$ cat src/rtl/i2cms_pkg.sv
// Constants shared by the I2C master start generator files
package i2cms_pkg;

    ////////////////////////////////////////////////////////////////////////
    // Register byte offsets
    localparam logic [7:0] I2CMS_OFS_CTRL2    = 8'h00;
    localparam logic [7:0] I2CMS_OFS_BAUD     = 8'h04;
    localparam logic [7:0] I2CMS_OFS_STATUS   = 8'h08;
    localparam logic [7:0] I2CMS_OFS_BUFFER   = 8'h0c;
    localparam logic [7:0] I2CMS_OFS_IRQ_STAT = 8'h10;
    localparam logic [7:0] I2CMS_OFS_IRQ_MASK = 8'h14;

    ////////////////////////////////////////////////////////////////////////
    // Field positions and widths
    localparam int I2CMS_CTRL_GO_BIT      = 0;
    localparam int I2CMS_CTRL_LOW_W       = 5;
    localparam int I2CMS_CTRL_RELEASE_BIT = 7;
    localparam int I2CMS_BAUD_W           = 7;
    localparam int I2CMS_BUF_W            = 8;
    localparam int I2CMS_STAT_BUSY_BIT    = 0;
    localparam int I2CMS_STAT_HOLD_BIT    = 1;
    localparam int I2CMS_STAT_START_BIT   = 3;
    localparam int I2CMS_IRQ_BCOL_BIT     = 0;
    localparam int I2CMS_IRQ_WRCOLL_BIT   = 1;
    localparam int I2CMS_IRQ_DONE_BIT     = 2;
    localparam int I2CMS_IRQ_W            = 3;
    localparam int I2CMS_SYNC_DEPTH       = 3;

    ////////////////////////////////////////////////////////////////////////
    // Reset values
    localparam logic [I2CMS_CTRL_LOW_W-1:0] I2CMS_CTRL_RST = 5'h00;
    localparam logic [I2CMS_BAUD_W-1:0]     I2CMS_BAUD_RST = 7'h00;
    localparam logic [I2CMS_BUF_W-1:0]      I2CMS_BUF_RST  = 8'h00;
    localparam logic [I2CMS_IRQ_W-1:0]      I2CMS_IRQ_RST  = 3'h0;

    ////////////////////////////////////////////////////////////////////////
    // Start sequencer states
    typedef enum logic [3:0] {
        I2CMS_IDLE  = 4'b0001,
        I2CMS_SETUP = 4'b0010,
        I2CMS_HOLDT = 4'b0100,
        I2CMS_DONE  = 4'b1000
    } i2cms_state_t;

endpackage

$ cat src/rtl/i2cms_brg.sv
// Reloadable baud period down counter
`timescale 1ns/10ps
module i2cms_brg (
    input  wire logic                          clk,
    input  wire logic                          srst,
    input  wire logic                          load,
    input  wire logic                          stop,
    input  wire logic [i2cms_pkg::I2CMS_BAUD_W-1:0] reload,
    output logic                               timeout
);
    import i2cms_pkg::*;

    logic [I2CMS_BAUD_W-1:0] count_reg;
    logic                    run_reg;

    // Period is reload plus one cycles; zero still gives one cycle
    always_ff @(posedge clk) begin
        if (srst) begin
            count_reg <= I2CMS_BAUD_RST;
        end else if (load) begin
            count_reg <= reload;
        end else if (run_reg && count_reg != '0) begin
            count_reg <= count_reg - 7'h01;
        end
    end

    always_ff @(posedge clk) begin
        if (srst || stop) begin
            run_reg <= 1'b0;
        end else if (load) begin
            run_reg <= 1'b1;
        end else if (timeout) begin
            run_reg <= 1'b0;
        end
    end

    // Must not look at load: the sequencer reloads on this very timeout
    assign timeout = run_reg && count_reg == '0;
endmodule

$ cat src/rtl/i2cms_start.sv
// I2C master start generator with APB registers
//
// Contract
// - Setting start_enable (control bit 0) begins a Start.
// - With both lines high at request, the baud counter loads and runs.
// - Lines still high at timeout: SDA driven low, start_seen_flag set.
// - Second baud period, then start_enable self-clears, SDA stays low.
// - Both lines low at begin, or SCL low before SDA falls: collision.
// - Buffer writes during a Start set write_collision_flag, are dropped.
// - Writes to control bits 4..0 are ignored until the Start completes.
`timescale 1ns/10ps
module i2cms_start (
    input  wire logic        CLOCK,
    input  wire logic        SRST,
    input  wire logic        PSEL,
    input  wire logic        PENABLE,
    input  wire logic        PWRITE,
    input  wire logic [7:0]  PADDR,
    input  wire logic [31:0] PWDATA,
    output logic      [31:0] PRDATA,
    output logic             PREADY,
    output logic             PSLVERR,
    input  wire logic        SCL_I,
    output logic             SCL_O,
    output logic             SCL_OE,
    input  wire logic        SDA_I,
    output logic             SDA_O,
    output logic             SDA_OE,
    output logic             IRQ
);
    import i2cms_pkg::*;

    ////////////////////////////////////////////////////////////////////////
    // Declarations
    i2cms_state_t state_reg;
    i2cms_state_t state_next;

    logic                         scl_level;
    logic                         sda_level;
    logic                         brg_load;
    logic                         brg_stop;
    logic                         brg_timeout;
    logic [I2CMS_CTRL_LOW_W-1:0]  ctrl_reg;
    logic [I2CMS_BAUD_W-1:0]      baud_reg;
    logic [I2CMS_BUF_W-1:0]       buffer_reg;
    logic [I2CMS_IRQ_W-1:0]       irq_stat_reg;
    logic [I2CMS_IRQ_W-1:0]       irq_stat_next;
    logic [I2CMS_IRQ_W-1:0]       irq_mask_reg;
    logic [I2CMS_IRQ_W-1:0]       irq_set;
    logic                         start_seen_reg;
    logic                         sda_low_reg;
    logic                         busy;
    logic                         wr_access;
    logic                         rd_setup;
    logic                         addr_ok;
    logic                         wr_ctrl;
    logic                         wr_buffer;
    logic                         wr_baud;
    logic                         wr_irq_stat;
    logic                         wr_irq_mask;
    logic                         collision;
    logic                         start_done;
    logic                         sda_fall;
    logic                         release_cmd;
    logic [31:0]                  rd_value;

    ////////////////////////////////////////////////////////////////////////
    // Pin synchronisers
    i2cms_sync u_scl_sync (
        .clk    (CLOCK),
        .srst   (SRST),
        .pin_in (SCL_I),
        .level  (scl_level)
    );

    i2cms_sync u_sda_sync (
        .clk    (CLOCK),
        .srst   (SRST),
        .pin_in (SDA_I),
        .level  (sda_level)
    );

    ////////////////////////////////////////////////////////////////////////
    // Baud rate generator
    i2cms_brg u_brg (
        .clk     (CLOCK),
        .srst    (SRST),
        .load    (brg_load),
        .stop    (brg_stop),
        .reload  (baud_reg),
        .timeout (brg_timeout)
    );

    ////////////////////////////////////////////////////////////////////////
    // APB decode; no wait states
    assign wr_access = PSEL && PENABLE && PWRITE;
    assign rd_setup  = PSEL && !PENABLE && !PWRITE;
    assign PREADY    = 1'b1;

    always_comb begin
        unique case (PADDR)
            I2CMS_OFS_CTRL2,
            I2CMS_OFS_BAUD,
            I2CMS_OFS_STATUS,
            I2CMS_OFS_BUFFER,
            I2CMS_OFS_IRQ_STAT,
            I2CMS_OFS_IRQ_MASK: addr_ok = 1'b1;
            default:            addr_ok = 1'b0;
        endcase
    end

    assign PSLVERR     = PSEL && PENABLE && !addr_ok;
    assign wr_ctrl     = wr_access && PADDR == I2CMS_OFS_CTRL2;
    assign wr_baud     = wr_access && PADDR == I2CMS_OFS_BAUD;
    assign wr_buffer   = wr_access && PADDR == I2CMS_OFS_BUFFER;
    assign wr_irq_stat = wr_access && PADDR == I2CMS_OFS_IRQ_STAT;
    assign wr_irq_mask = wr_access && PADDR == I2CMS_OFS_IRQ_MASK;

    // Release is a control write too, so it is refused while busy
    assign release_cmd = wr_ctrl && !busy
                         && PWDATA[I2CMS_CTRL_RELEASE_BIT];

    // Start in progress while start_enable is set
    assign busy = ctrl_reg[I2CMS_CTRL_GO_BIT];

    ////////////////////////////////////////////////////////////////////////
    // Start sequencer
    always_comb begin
        state_next = state_reg;
        brg_load   = 1'b0;
        brg_stop   = 1'b0;
        collision  = 1'b0;
        start_done = 1'b0;
        sda_fall   = 1'b0;
        unique case (state_reg)
            I2CMS_IDLE: begin
                if (busy) begin
                    if (!scl_level && !sda_level) begin
                        collision = 1'b1;
                    end else if (scl_level && sda_level) begin
                        brg_load   = 1'b1;
                        state_next = I2CMS_SETUP;
                    end
                    // Mixed levels: request stays pending
                end
            end
            I2CMS_SETUP: begin
                if (!scl_level) begin
                    collision = 1'b1;
                end else if (brg_timeout) begin
                    if (sda_level) begin
                        sda_fall   = 1'b1;
                        brg_load   = 1'b1;
                        state_next = I2CMS_HOLDT;
                    end else begin
                        // Another master pulled SDA first
                        collision = 1'b1;
                    end
                end
            end
            I2CMS_HOLDT: begin
                if (brg_timeout) begin
                    start_done = 1'b1;
                    brg_stop   = 1'b1;
                    state_next = I2CMS_DONE;
                end
            end
            I2CMS_DONE: begin
                // Later bus phases take over from here
                if (release_cmd) begin
                    state_next = I2CMS_IDLE;
                end
            end
        endcase
        if (collision) begin
            brg_stop   = 1'b1;
            state_next = I2CMS_IDLE;
        end
    end

    always_ff @(posedge CLOCK) begin
        if (SRST) begin
            state_reg <= I2CMS_IDLE;
        end else begin
            state_reg <= state_next;
        end
    end

    ////////////////////////////////////////////////////////////////////////
    // Control register
    always_ff @(posedge CLOCK) begin
        if (SRST) begin
            ctrl_reg <= I2CMS_CTRL_RST;
        end else if (collision) begin
            ctrl_reg[I2CMS_CTRL_GO_BIT] <= 1'b0;
        end else if (start_done) begin
            ctrl_reg[I2CMS_CTRL_GO_BIT] <= 1'b0;
        end else if (wr_ctrl && !busy) begin
            ctrl_reg <= PWDATA[I2CMS_CTRL_LOW_W-1:0];
        end
    end

    // Baud reload value
    always_ff @(posedge CLOCK) begin
        if (SRST) begin
            baud_reg <= I2CMS_BAUD_RST;
        end else if (wr_baud) begin
            baud_reg <= PWDATA[I2CMS_BAUD_W-1:0];
        end
    end

    always_ff @(posedge CLOCK) begin
        if (SRST) begin
            buffer_reg <= I2CMS_BUF_RST;
        end else if (wr_buffer && !busy) begin
            buffer_reg <= PWDATA[I2CMS_BUF_W-1:0];
        end
    end

    ////////////////////////////////////////////////////////////////////////
    // Start seen flag and SDA drive
    always_ff @(posedge CLOCK) begin
        if (SRST) begin
            start_seen_reg <= 1'b0;
        end else if (sda_fall) begin
            start_seen_reg <= 1'b1;
        end else if (collision || release_cmd) begin
            start_seen_reg <= 1'b0;
        end
    end

    always_ff @(posedge CLOCK) begin
        if (SRST) begin
            sda_low_reg <= 1'b0;
        end else if (sda_fall) begin
            sda_low_reg <= 1'b1;
        end else if (collision
                     || (release_cmd && state_reg == I2CMS_DONE)) begin
            sda_low_reg <= 1'b0;
        end
    end

    // Open drain: only ever drive low
    // SDA held until release
    assign SDA_O  = 1'b0;
    assign SDA_OE = sda_low_reg;

    assign SCL_O  = 1'b0;
    assign SCL_OE = 1'b0;

    ////////////////////////////////////////////////////////////////////////
    // Interrupts; a set in the clearing cycle wins
    always_comb begin
        irq_set                     = '0;
        irq_set[I2CMS_IRQ_BCOL_BIT] = collision;
        irq_set[I2CMS_IRQ_WRCOLL_BIT] = wr_buffer && busy;
        irq_set[I2CMS_IRQ_DONE_BIT] = start_done;
        irq_stat_next = irq_stat_reg;
        if (wr_irq_stat) begin
            irq_stat_next = irq_stat_reg & ~PWDATA[I2CMS_IRQ_W-1:0];
        end
        irq_stat_next = irq_stat_next | irq_set;
    end

    always_ff @(posedge CLOCK) begin
        if (SRST) begin
            irq_stat_reg <= I2CMS_IRQ_RST;
        end else begin
            irq_stat_reg <= irq_stat_next;
        end
    end

    ////////////////////////////////////////////////////////////////////////
    // Interrupt mask and output
    always_ff @(posedge CLOCK) begin
        if (SRST) begin
            irq_mask_reg <= I2CMS_IRQ_RST;
        end else if (wr_irq_mask) begin
            irq_mask_reg <= PWDATA[I2CMS_IRQ_W-1:0];
        end
    end

    always_ff @(posedge CLOCK) begin
        if (SRST) begin
            IRQ <= 1'b0;
        end else begin
            IRQ <= |(irq_stat_next & irq_mask_reg);
        end
    end

    ////////////////////////////////////////////////////////////////////////
    // Read mux, captured in the setup cycle
    always_comb begin
        rd_value = '0;
        unique case (PADDR)
            I2CMS_OFS_CTRL2: begin
                rd_value[I2CMS_CTRL_LOW_W-1:0] = ctrl_reg;
            end
            I2CMS_OFS_BAUD: begin
                rd_value[I2CMS_BAUD_W-1:0] = baud_reg;
            end
            I2CMS_OFS_STATUS: begin
                rd_value[I2CMS_STAT_BUSY_BIT]  = busy;
                rd_value[I2CMS_STAT_HOLD_BIT]  = state_reg == I2CMS_DONE;
                rd_value[I2CMS_STAT_START_BIT] = start_seen_reg;
            end
            I2CMS_OFS_BUFFER: begin
                rd_value[I2CMS_BUF_W-1:0] = buffer_reg;
            end
            I2CMS_OFS_IRQ_STAT: begin
                rd_value[I2CMS_IRQ_W-1:0] = irq_stat_reg;
            end
            I2CMS_OFS_IRQ_MASK: begin
                rd_value[I2CMS_IRQ_W-1:0] = irq_mask_reg;
            end
            default: begin
                rd_value = '0;
            end
        endcase
    end

    always_ff @(posedge CLOCK) begin
        if (SRST) begin
            PRDATA <= '0;
        end else if (rd_setup) begin
            PRDATA <= rd_value;
        end
    end
endmodule

$ cat src/rtl/i2cms_sync.sv
// Three-stage pin synchroniser with agreement filter
`timescale 1ns/10ps
module i2cms_sync (
    input  wire logic clk,
    input  wire logic srst,
    input  wire logic pin_in,
    output logic      level
);
    import i2cms_pkg::*;

    logic [I2CMS_SYNC_DEPTH-1:0] stage_reg;

    // Idle bus is high, so reset to high
    always_ff @(posedge clk) begin
        if (srst) begin
            stage_reg <= '1;
        end else begin
            stage_reg <= {stage_reg[I2CMS_SYNC_DEPTH-2:0], pin_in};
        end
    end

    // Stage 0 feeds only stage 1
    always_ff @(posedge clk) begin
        if (srst) begin
            level <= 1'b1;
        end else if (stage_reg[1] == stage_reg[2]) begin
            level <= stage_reg[2];
        end
    end
endmodule
$ cat config.mk
export PLATFORM = sky130hd
export DESIGN_NAME = i2cms_start
export DESIGN_NICKNAME = d
export VERILOG_FILES = /design/src/rtl/i2cms_pkg.sv /design/src/rtl/i2cms_brg.sv /design/src/rtl/i2cms_start.sv /design/src/rtl/i2cms_sync.sv
export SDC_FILE = /design/constraint.sdc
export NUM_CORES = 1
export LEC_CHECK = 0
export CAP_MARGIN = 20
export CORE_UTILIZATION = 63
export CTS_BUF_LIST = sky130_fd_sc_hd__clkbuf_8 sky130_fd_sc_hd__clkbuf_16
export DETAILED_ROUTE_END_ITERATION = 10
export DONT_BUFFER_PORTS = 1
export HOLD_SLACK_MARGIN = 0.08
export PLACE_DENSITY_LB_ADDON = 0.3
export SYNTH_ARGS = -nofsm -noshare
export SYNTH_HDL_FRONTEND = slang
export SYNTH_SLANG_ARGS = --single-unit
$ cat constraint.sdc
create_clock -name CLOCK -period 2.85 [get_ports CLOCK]
set_input_delay 0.1425 -clock CLOCK [delete_from_list [all_inputs] [get_ports CLOCK]]
set_output_delay 0.1425 -clock CLOCK [all_outputs]
set_load 0.005 [all_outputs]
==> out/results.ini, run 1 <==
[status]
status = finished, violations left
violations = DRC

[power]
cellPowerDensity_nw_per_um2 = 532
p_leak_nw = 1.25
ir_drop_v = 0.000522
finalPower_mw = 1.72

[floorplan]
die_x_microns = 70.8
die_h_microns = 70.8
start_util_pct = 67.1
dieArea_sq_um = 5010
num_rows = 24
ios = 86
core_sq_um = 4440

[setup_path]
endpoint_kind = register
cp.arrival_ns = 2.63
crit_chain = nor4b_1 > mux2i_1 > o31ai_1 > nand3_1 > dlygate4sd3_1 > a21oi_1
path_class = reg2reg
crit_path_top_delay_cell = nor4b_1
startpoint_type = register
cp.required_ns = 3.13
critPathMaxStageDelay_ns = 0.63
cp_max_fo = 9

[cts]
cts.sinks = 57
htree_levels = 3
clk_pin_slew_ns = 0.07
insertion_delay_ns = 0.34
cts_max_path_buffers = 2
cts_tree = built
cts-resized-gates = 0
cts-root-buf = clkbuf_8
numCtsBuffers = 9

[cells_and_area]
nFillCells = 324
fin_nets = 397
fin_util_pct = 72.9
antenna_cells = 0
syn2layout_area_growth_pct = 8.73
fin_area_sq_um = 3240
fin_cells = 405
drive_above_1_share_pct = 13.3

[detailed_routing]
firstDrtPassIters = 10
drc = 4
route.vias.total = 2391
wl_per_cell_microns = 16.2
routed_via_density = 5.90
postRouteAntennaNets = 0
drt_iter0_markers = 143
wirelength_mm = 6.57

[sta]
setup_viol_count_final = 0
timing.final.ws_setup_ns = 0.494
timing.setup.tns_ns = 0
max_slew.worst_pin.slew_ns = 0.708
post-route-period-util_pct = 82.7
skew_ns = 0.00603
max_slew_margin_pct = 52.2
hold_violations = 0
max_freq_mhz = 424
rsz0062_at_grt = no
timing.hold.ws_ns = 0.0835
drv_slew = 0
fin_crit_ns = 2.36

[yosys]
synth_cell_types = 56
syn_area_sq_um = 2980
yosys.area.top_type = dfxtp_1
yosysSeqAreaShare_pct = 38.3
synth_commonest_cells = 57 x dfxtp_1, 44 x nor2_1, 30 x buf_4
synth_cells = 339
avgSynthCellArea_sq_um = 8.80
postSynth.asyncResetShare_pct = 0
yosysMostFrequentCell = dfxtp_1
netlist_top_cells_area = dfxtp_1 38%, mux2i_1 8.7%, buf_4 7.6%
synth_ff_type = dfxtp_1
synth_edf_count = 0
ys_warn_count = 0
synth_top_cell_area_share_pct = 38.3
ys_ff_latch = 57

[flow_run]
cap_violations = 0

[place]
dpl.hpwl_mm = 4.36
dp.cells = 374
globalplace.congestion = 0.865
port_buffers = 0
pre_cts_ws_ns = 0.571
postPlaceCellArea_sq_um = 2870

[grt]
grt_usage_pct = 28.2
grt_pass1_wl_mm = 10.8
grt_start_max_net_pins = 53
antenna_found_initial = 0
grt-ovfl-total = 0
grt_pass1_vias = 2318

[min_path]
hold_path.class = in2reg

## kinds of logic after synthesis
group,count (synthesis),synth area share [%]
xor+xnor,4,1.18
simple gates,137,25.0
buf+inv,55,11.0
fa+ha+maj,2,0.839
mux,30,11.0
other cells,2,0.252
compound gates,52,12.4
flops,57,38.3
## metal layers
layer  vias to the layer above  wire [microns]  GRT usage, %
met3                        13             530          6.41
met5                         -               0             0
met2                       106            3190          48.0
met4                         0              95          14.4
li1                       1160               -             -
met1                      1112            2760          33.3
## where the power goes
group / switching, mW / internal (mW) / total (mW) / leakage (nW)
logic: 0.0555 / 0.0460 / 0.101 / 0.682
registers: 0.0139 / 0.806 / 0.820 / 0.461
clock network: 0.320 / 0.483 / 0.804 / 0.110
## cell type report
class	count	area (sq um)	share of cell area, %
Inverter	9	33.8	1.04
Timing Repair Buffer	18	183	5.63
Clock buffer	9	124	3.82
Sequential cell	57	1140	35.2
Clock inverter	7	86.3	2.66
Multi-Input combinational cell	253	1610	49.6
Tap cell	52	65.1	2.01
## worst max-delay path, delay by kind of cell, from the launching register on
family	cells	cell delay, ns
AO/OA/AOI/OAI	2	0.35
buffers and inverters	1	0.57
flip-flops	1	0.48
multiplexers	1	0.16
AND/OR/NAND/NOR	2	0.74
## layout by cell type, fill, tap and decap left out, types with 4 or more instances in the layout
master         synthesis  final
nand3_1               10     10
or2_2                  7      7
nand2_1               20     20
nand4_1                8      8
nor2_1                44     44
nor3_1                 9      9
a211oi_2               7      7
a21oi_1               28     28
mux2i_1               26     26
conb_1                 2     28
o21ai_0                4      4
dlygate4sd3_1          0     14
dfxtp_1               57     57
clkbuf_8               0      9
inv_1                  9     10
and2_1                 5      5
or3_1                  4      4
nor4b_1                4      4
## path summary, 6_finish.rpt
kind                                                 to  depth (start not counted)                    start  slack [ns]
worst max-delay path                          PRDATA[1]                          6             state_reg[3]        0.49
worst min-delay path                    irq_mask_reg[2]                          4                PWDATA[2]        0.08
worst max register to register                PRDATA[1]                          6             state_reg[3]        0.49
worst min register to register  u_sda_sync.stage_reg[1]                          1  u_sda_sync.stage_reg[0]        0.41
## repair_timing
item | 4_1_cts | 5_1_grt
buffers inserted | 0 | 0
hold buffers | 15 | 0
endpoints found under the hold margin | 56 | 0
(Power assumes the default switching activity.)
==> run 2, diff against run 1 <==
Settings changed: ABC_AREA from default to 1, CORE_UTILIZATION 63 to 57.
Clock period 2.85 ns to 2 ns, I/O delays scaled along.
==> run 2 against run 1 <==
  * The run now ends clean
  * Register-to-register slack got worse by 0.10 ns
  * Core utilization shrank 5.5 points
  * Worst hold slack better by 0.013 ns
  * Sequential share of layout area decreased by 2.5 points
  * Largest cell class unchanged
  * Global-route usage decreased by 2.4 points
  * Clock skew is essentially flat
  * Wire length up 1.7%
  * Setup slack lost 0.38 ns
  * Design area grew 7.6%
  * Sequential power grew 44%
  * First-iteration DRC count up 39%
  * Critical path depth grew 3
==> out/results.ini, run 2 <==
[sta]
setup_viol_count_final = 0
max_slew_margin_pct = 60.3
max_freq_mhz = 530
timing.final.ws_setup_ns = 0.113
max_slew.worst_pin.slew_ns = 0.593
hold_violations = 0
post-route-period-util_pct = 94.3
timing.hold.ws_ns = 0.0963
drv_slew = 0
fin_crit_ns = 1.89
rsz0062_at_grt = no
skew_ns = 0.00601
timing.setup.tns_ns = 0

[setup_path]
critPathBufInv = 4
crit_path_frequent_cell = dlygate4sd3_1
cp.arrival_ns = 2.16
path_class = in2reg
cp_top_family = buffers and inverters
cp.required_ns = 2.27
endpoint_kind = register
crit_path_top_delay_cell = dlygate4sd3_1
critPathMaxStageDelay_ns = 0.63
crit_chain = dlygate4sd3_1 > nand3_2 > dlygate4sd3_1 > nor2_8 > inv_4 > nor3_4 > buf_4 > o21ai_1 > a21oi_1
startpoint_type = input pin
cp_max_fo = 10

[floorplan]
num_rows = 26
dieArea_sq_um = 5760
die_x_microns = 75.9
die_h_microns = 75.9
start_util_pct = 60.2
ios = 86
core_sq_um = 5170

[detailed_routing]
firstDrtPassIters = 5
wirelength_mm = 6.69
postRouteAntennaNets = 0
drt_iter0_markers = 199
routed_via_density = 5.10
drc = 0
route.vias.total = 2711
wl_per_cell_microns = 12.6

[cts]
cts-root-buf = clkbuf_8
numCtsBuffers = 9
htree_levels = 3
cts_tree = built
insertion_delay_ns = 0.34
cts.sinks = 57
clk_pin_slew_ns = 0.06
cts_max_path_buffers = 2

[grt]
grt_pass1_vias = 2420
grt_start_max_net_pins = 21
antenna_found_initial = 0
grt_usage_pct = 25.8
grt_pass1_wl_mm = 11.0
grt-ovfl-total = 0

[cells_and_area]
syn2layout_area_growth_pct = 12.1
final_common_cell = nand2_1
fin_nets = 506
antenna_cells = 0
fin_util_pct = 67.4
final_cell_mix = 85 x nand2_1, 57 x dfxtp_1, 56 x inv_1
drive_above_1_share_pct = 14.5
nFillCells = 426

[power]
p_leak_nw = 1.66
ir_drop_v = 0.000503
cellPowerDensity_nw_per_um2 = 800

[place]
pre_cts_ws_ns = 0.392
dpl.hpwl_mm = 4.69
globalplace.congestion = 0.824
port_buffers = 0

[yosys]
synth_edf_count = 0
synth_cells = 436
ys_ff_latch = 57
synthSimpleGateAreaFrac_pct = 31.7
synth_compound_area_share_pct = 14.0
synth_top_family_by_area = simple AND/OR/NAND/NOR gates
yosysSeqAreaShare_pct = 36.7
synth_cell_types = 37
muxShareOfSynthArea_pct = 0
synth_top_cell_area_share_pct = 36.7
yosys.area.top_type = dfxtp_1
postSynth.asyncResetShare_pct = 0
avgSynthCellArea_sq_um = 7.14
synth_commonest_cells = 86 x nand2_1, 57 x dfxtp_1, 56 x inv_1
yosysMostFrequentCell = nand2_1
syn_area_sq_um = 3110
synth_ff_type = dfxtp_1
synth-xor-area-share_pct = 1.13
ys_warn_count = 0
netlist_top_cells_area = dfxtp_1 37%, nand2_1 10%, buf_4 6.8%
synth-adder-area-share_pct = 0.804

[min_path]
hold_path.class = in2reg

[status]
status = completed

[flow_run]
cap_violations = 0

-- run 2: cell types whose count changed after synthesis, moves of 9 or more --
cell | before | now
o21ai_0 | 4 | 21
nor2_2 | 0 | 9
o21ai_1 | 0 | 14
nor2_1 | 44 | 34
mux2i_1 | 26 | 0
inv_1 | 9 | 56
nand2_1 | 20 | 86
nand3_1 | 10 | 31
-- run 2: cell families after synthesis --
logic type,after synthesis
xor+xnor,4
fa+ha+maj,2
other cells,2
flops,57
simple gates,194
buf+inv,96
compound gates,81
-- run 2: final timing paths --
| path | to | from | depth (start not counted) | slack (ns) |
|---|---|---|---|---|
| max | buffer_reg[4] | PADDR[2] | 9 | 0.11 |
| min | PRDATA[0] | PSEL | 3 | 0.1 |
| max reg2reg | u_brg.count_reg[1] | u_brg.count_reg[0] | 12 | 0.39 |
| min reg2reg | u_scl_sync.stage_reg[1] | u_scl_sync.stage_reg[0] | 1 | 0.41 |
-- run 2: worst reg2reg max path, stage by stage (launching register included) --
cell	delay, ns
dfxtp_1	0.34
inv_1	0.08
ha_1	0.19
nand2_1	0.10
nor2_2	0.06
nand2_2	0.12
inv_1	0.07
nand2_2	0.13
nand2_2	0.12
nand2_1	0.10
nand2_1	0.05
nor2_1	0.08
nor2_1	0.04
-- run 2: per-stage QoR --
step,instances,power [mW],instance area [sq um]
2_1_floorplan,462,1.43,3210
3_3_place_gp,499,1.42,3060
3_5_place_dp,499,1.42,3060
4_1_cts,530,2.79,3470
5_1_grt,532,2.89,3490
6_report,532,2.79,3490
-- run 2: layout make-up --
cell class	count	area [sq um]	share of cell area (%)
Tap cell	70	87.6	2.51
Clock buffer	11	151	4.34
Timing Repair Buffer	18	175	5.02
Inverter	62	238	6.82
Multi-Input combinational cell	309	1590	45.6
Clock inverter	5	103	2.94
Sequential cell	57	1140	32.7
-- run 2: per-layer routing --
layer / up-vias / global-route usage [%] / share of wire, %
li1: 1379 / - / -
met1: 1228 / 32.7 / 45
met2: 92 / 43.0 / 48
met3: 12 / 7.54 / 6.6
met4: 0 / 6.58 / 1.3
met5: - / 0 / 0
-- run 2: timing repair --
action / 4_1_cts / 5_1_grt
endpoints found under the hold margin: 44 / 0
resized for setup: 0 / 3
setup buffers: 0 / 2
hold buffers: 15 / 0
setup endpoints to repair: 0 / 3
-- run 2: power breakdown --
part           switching [mW]  internal, mW  total (mW)
logic                   0.161        0.0877       0.248
clock network           0.465         0.893        1.36
registers              0.0181          1.17        1.18
==> run 3, diff against run 2 <==
Settings changed: CORE_ASPECT_RATIO from default to 0.9.
==> run 3 against run 2 <==
  * Via count shrank 0.18%
  * First-iteration DRC count shrank 35%
  * Total power decreased by 5.3%
  * Critical endpoint is now SDA_OE
  * Largest cell class unchanged
==> out/results.ini, run 3 (same netlist as run 2, synthesis figures left out) <==
[cells_and_area]
multi_input_area_sq_um = 1590
final_common_cell = nand2_1
syn2layout_area_growth_pct = 9.65
nFillCells = 476
drive_above_1_share_pct = 13.3
antenna_cells = 0
final_cell_mix = 86 x nand2_1, 59 x inv_1, 57 x dfxtp_1
register_area_sq_um = 1140
fin_nets = 502

[place]
pre_cts_ws_ns = 0.373
dpl.hpwl_mm = 4.75
globalplace.congestion = 0.827
port_buffers = 0

[detailed_routing]
routed_via_density = 5.15
postRouteAntennaNets = 0
firstDrtPassIters = 4
drc = 0
drt_iter0_markers = 130
wirelength_mm = 6.75
route.vias.total = 2706
wl_per_cell_microns = 12.9

[setup_path]
cp_max_fo = 31
crit_path_top_delay_cell = dlygate4sd3_1
critPathMaxStageDelay_ns = 0.94
cp.arrival_ns = 1.85
crit_chain = dlygate4sd3_1 > inv_1 > buf_4 > nand2_4 > inv_2 > nand3_1 > o21ai_1
startpoint_type = input pin
path_class = in2reg
cp.required_ns = 2.21
endpoint_kind = register

[cts]
numCtsBuffers = 9
postCtsSetupRepairBufs = 0
cts_max_path_buffers = 2
htree_levels = 3
cts.sinks = 57
ctsHoldBuffers = 13
insertion_delay_ns = 0.34
cts_tree = built
clk_pin_slew_ns = 0.06
cts-resized-gates = 0
cts-root-buf = clkbuf_8

[floorplan]
start_util_pct = 59.2
ios = 86
dieArea_sq_um = 5760
die_x_microns = 79.9
core_sq_um = 5260
die_h_microns = 72.1
num_rows = 25

[min_path]
hold_path.class = in2reg

[sta]
rsz0062_at_grt = no
post-route-period-util_pct = 82.0
fin_crit_ns = 1.64
drv_slew = 0
max_slew_margin_pct = 57.9
timing.final.ws_setup_ns = 0.359
setup_viol_count_final = 0
skew_ns = 0.00423
hold_violations = 0
timing.setup.tns_ns = 0
max_slew.worst_pin.slew_ns = 0.626
max_freq_mhz = 609

[grt]
grt_start_max_net_pins = 32
grt_usage_pct = 25.5
grt_pass1_vias = 2486
grt_pass1_wl_mm = 11.2
antenna_found_initial = 0
grt-ovfl-total = 0

[power]
cellPowerDensity_nw_per_um2 = 775
finalPower_mw = 2.64
ir_drop_v = 0.000452
p_leak_nw = 1.62

[flow_run]
cap_violations = 0

[status]
status = completed

[run 3: changes by cell type in the layout (fill, tap and decap cells not counted), sizes merged]
| cell | before | now |
|---|---|---|
| dlygate4sd3 | 14 | 13 |
| dlymetal6s4s | 1 | 0 |
| clkinv | 1 | 0 |
| inv | 63 | 65 |
| bufinv | 3 | 2 |
| buf | 3 | 1 |
[run 3: final cells by class]
class                      instances  area share (%)
clock buffer                      11            4.44
clock inverter                     5            2.09
inverter                          62            6.97
multi-input combinational        309            46.6
sequential                        57            33.4
tap                               67            2.46
timing repair buffer              14            4.03
[run 3: path summary, 6_finish.rpt]
kind | startpoint | end | slack, ns | cells after the start
max | SRST | SDA_OE | 0.36 | 7
min | PADDR[2] | PRDATA[7] | 0.11 | 4
max reg2reg | u_brg.count_reg[0] | ctrl_reg[3] | 0.36 | 11
min reg2reg | u_sda_sync.stage_reg[0] | u_sda_sync.stage_reg[1] | 0.41 | 1
[run 3: power by group]
part           total, mW  leakage [nW]  internal [mW]  switching (mW)
logic              0.244          1.04         0.0870           0.157
registers           1.18         0.462           1.17          0.0185
clock network       1.21         0.123          0.756           0.458
[run 3: metrics by stage]
step / cells / instance area (sq um) / hold WS (ns) / util [%]
CTS: 525 / 3410 / 0.0983 / 64.9
global placement: 496 / 3060 / 0.171 / 58.2
finish: 525 / 3410 / 0.106 / 64.9
global route: 525 / 3410 / 0.121 / 64.9
floorplan: 462 / 3210 / 0.198 / -
detailed placement: 496 / 3060 / 0.173 / 58.2
[run 3: layer usage]
metal	up-vias	GRT usage, %	share of wire, %	wire length (microns)
li1	1372	-	-	-
met1	1233	31.5	44	2970
met2	85	42.8	48	3250
met3	16	7.17	5.4	366
met4	0	8.73	2.4	163
met5	-	0	0	0
[run 3: critical path: cells and delay by family]
family                 cells  cell delay, ns
buffers and inverters      4            1.48
and+or+nand+nor            2            0.19
AOI/OAI and AO/OA          1            0.06
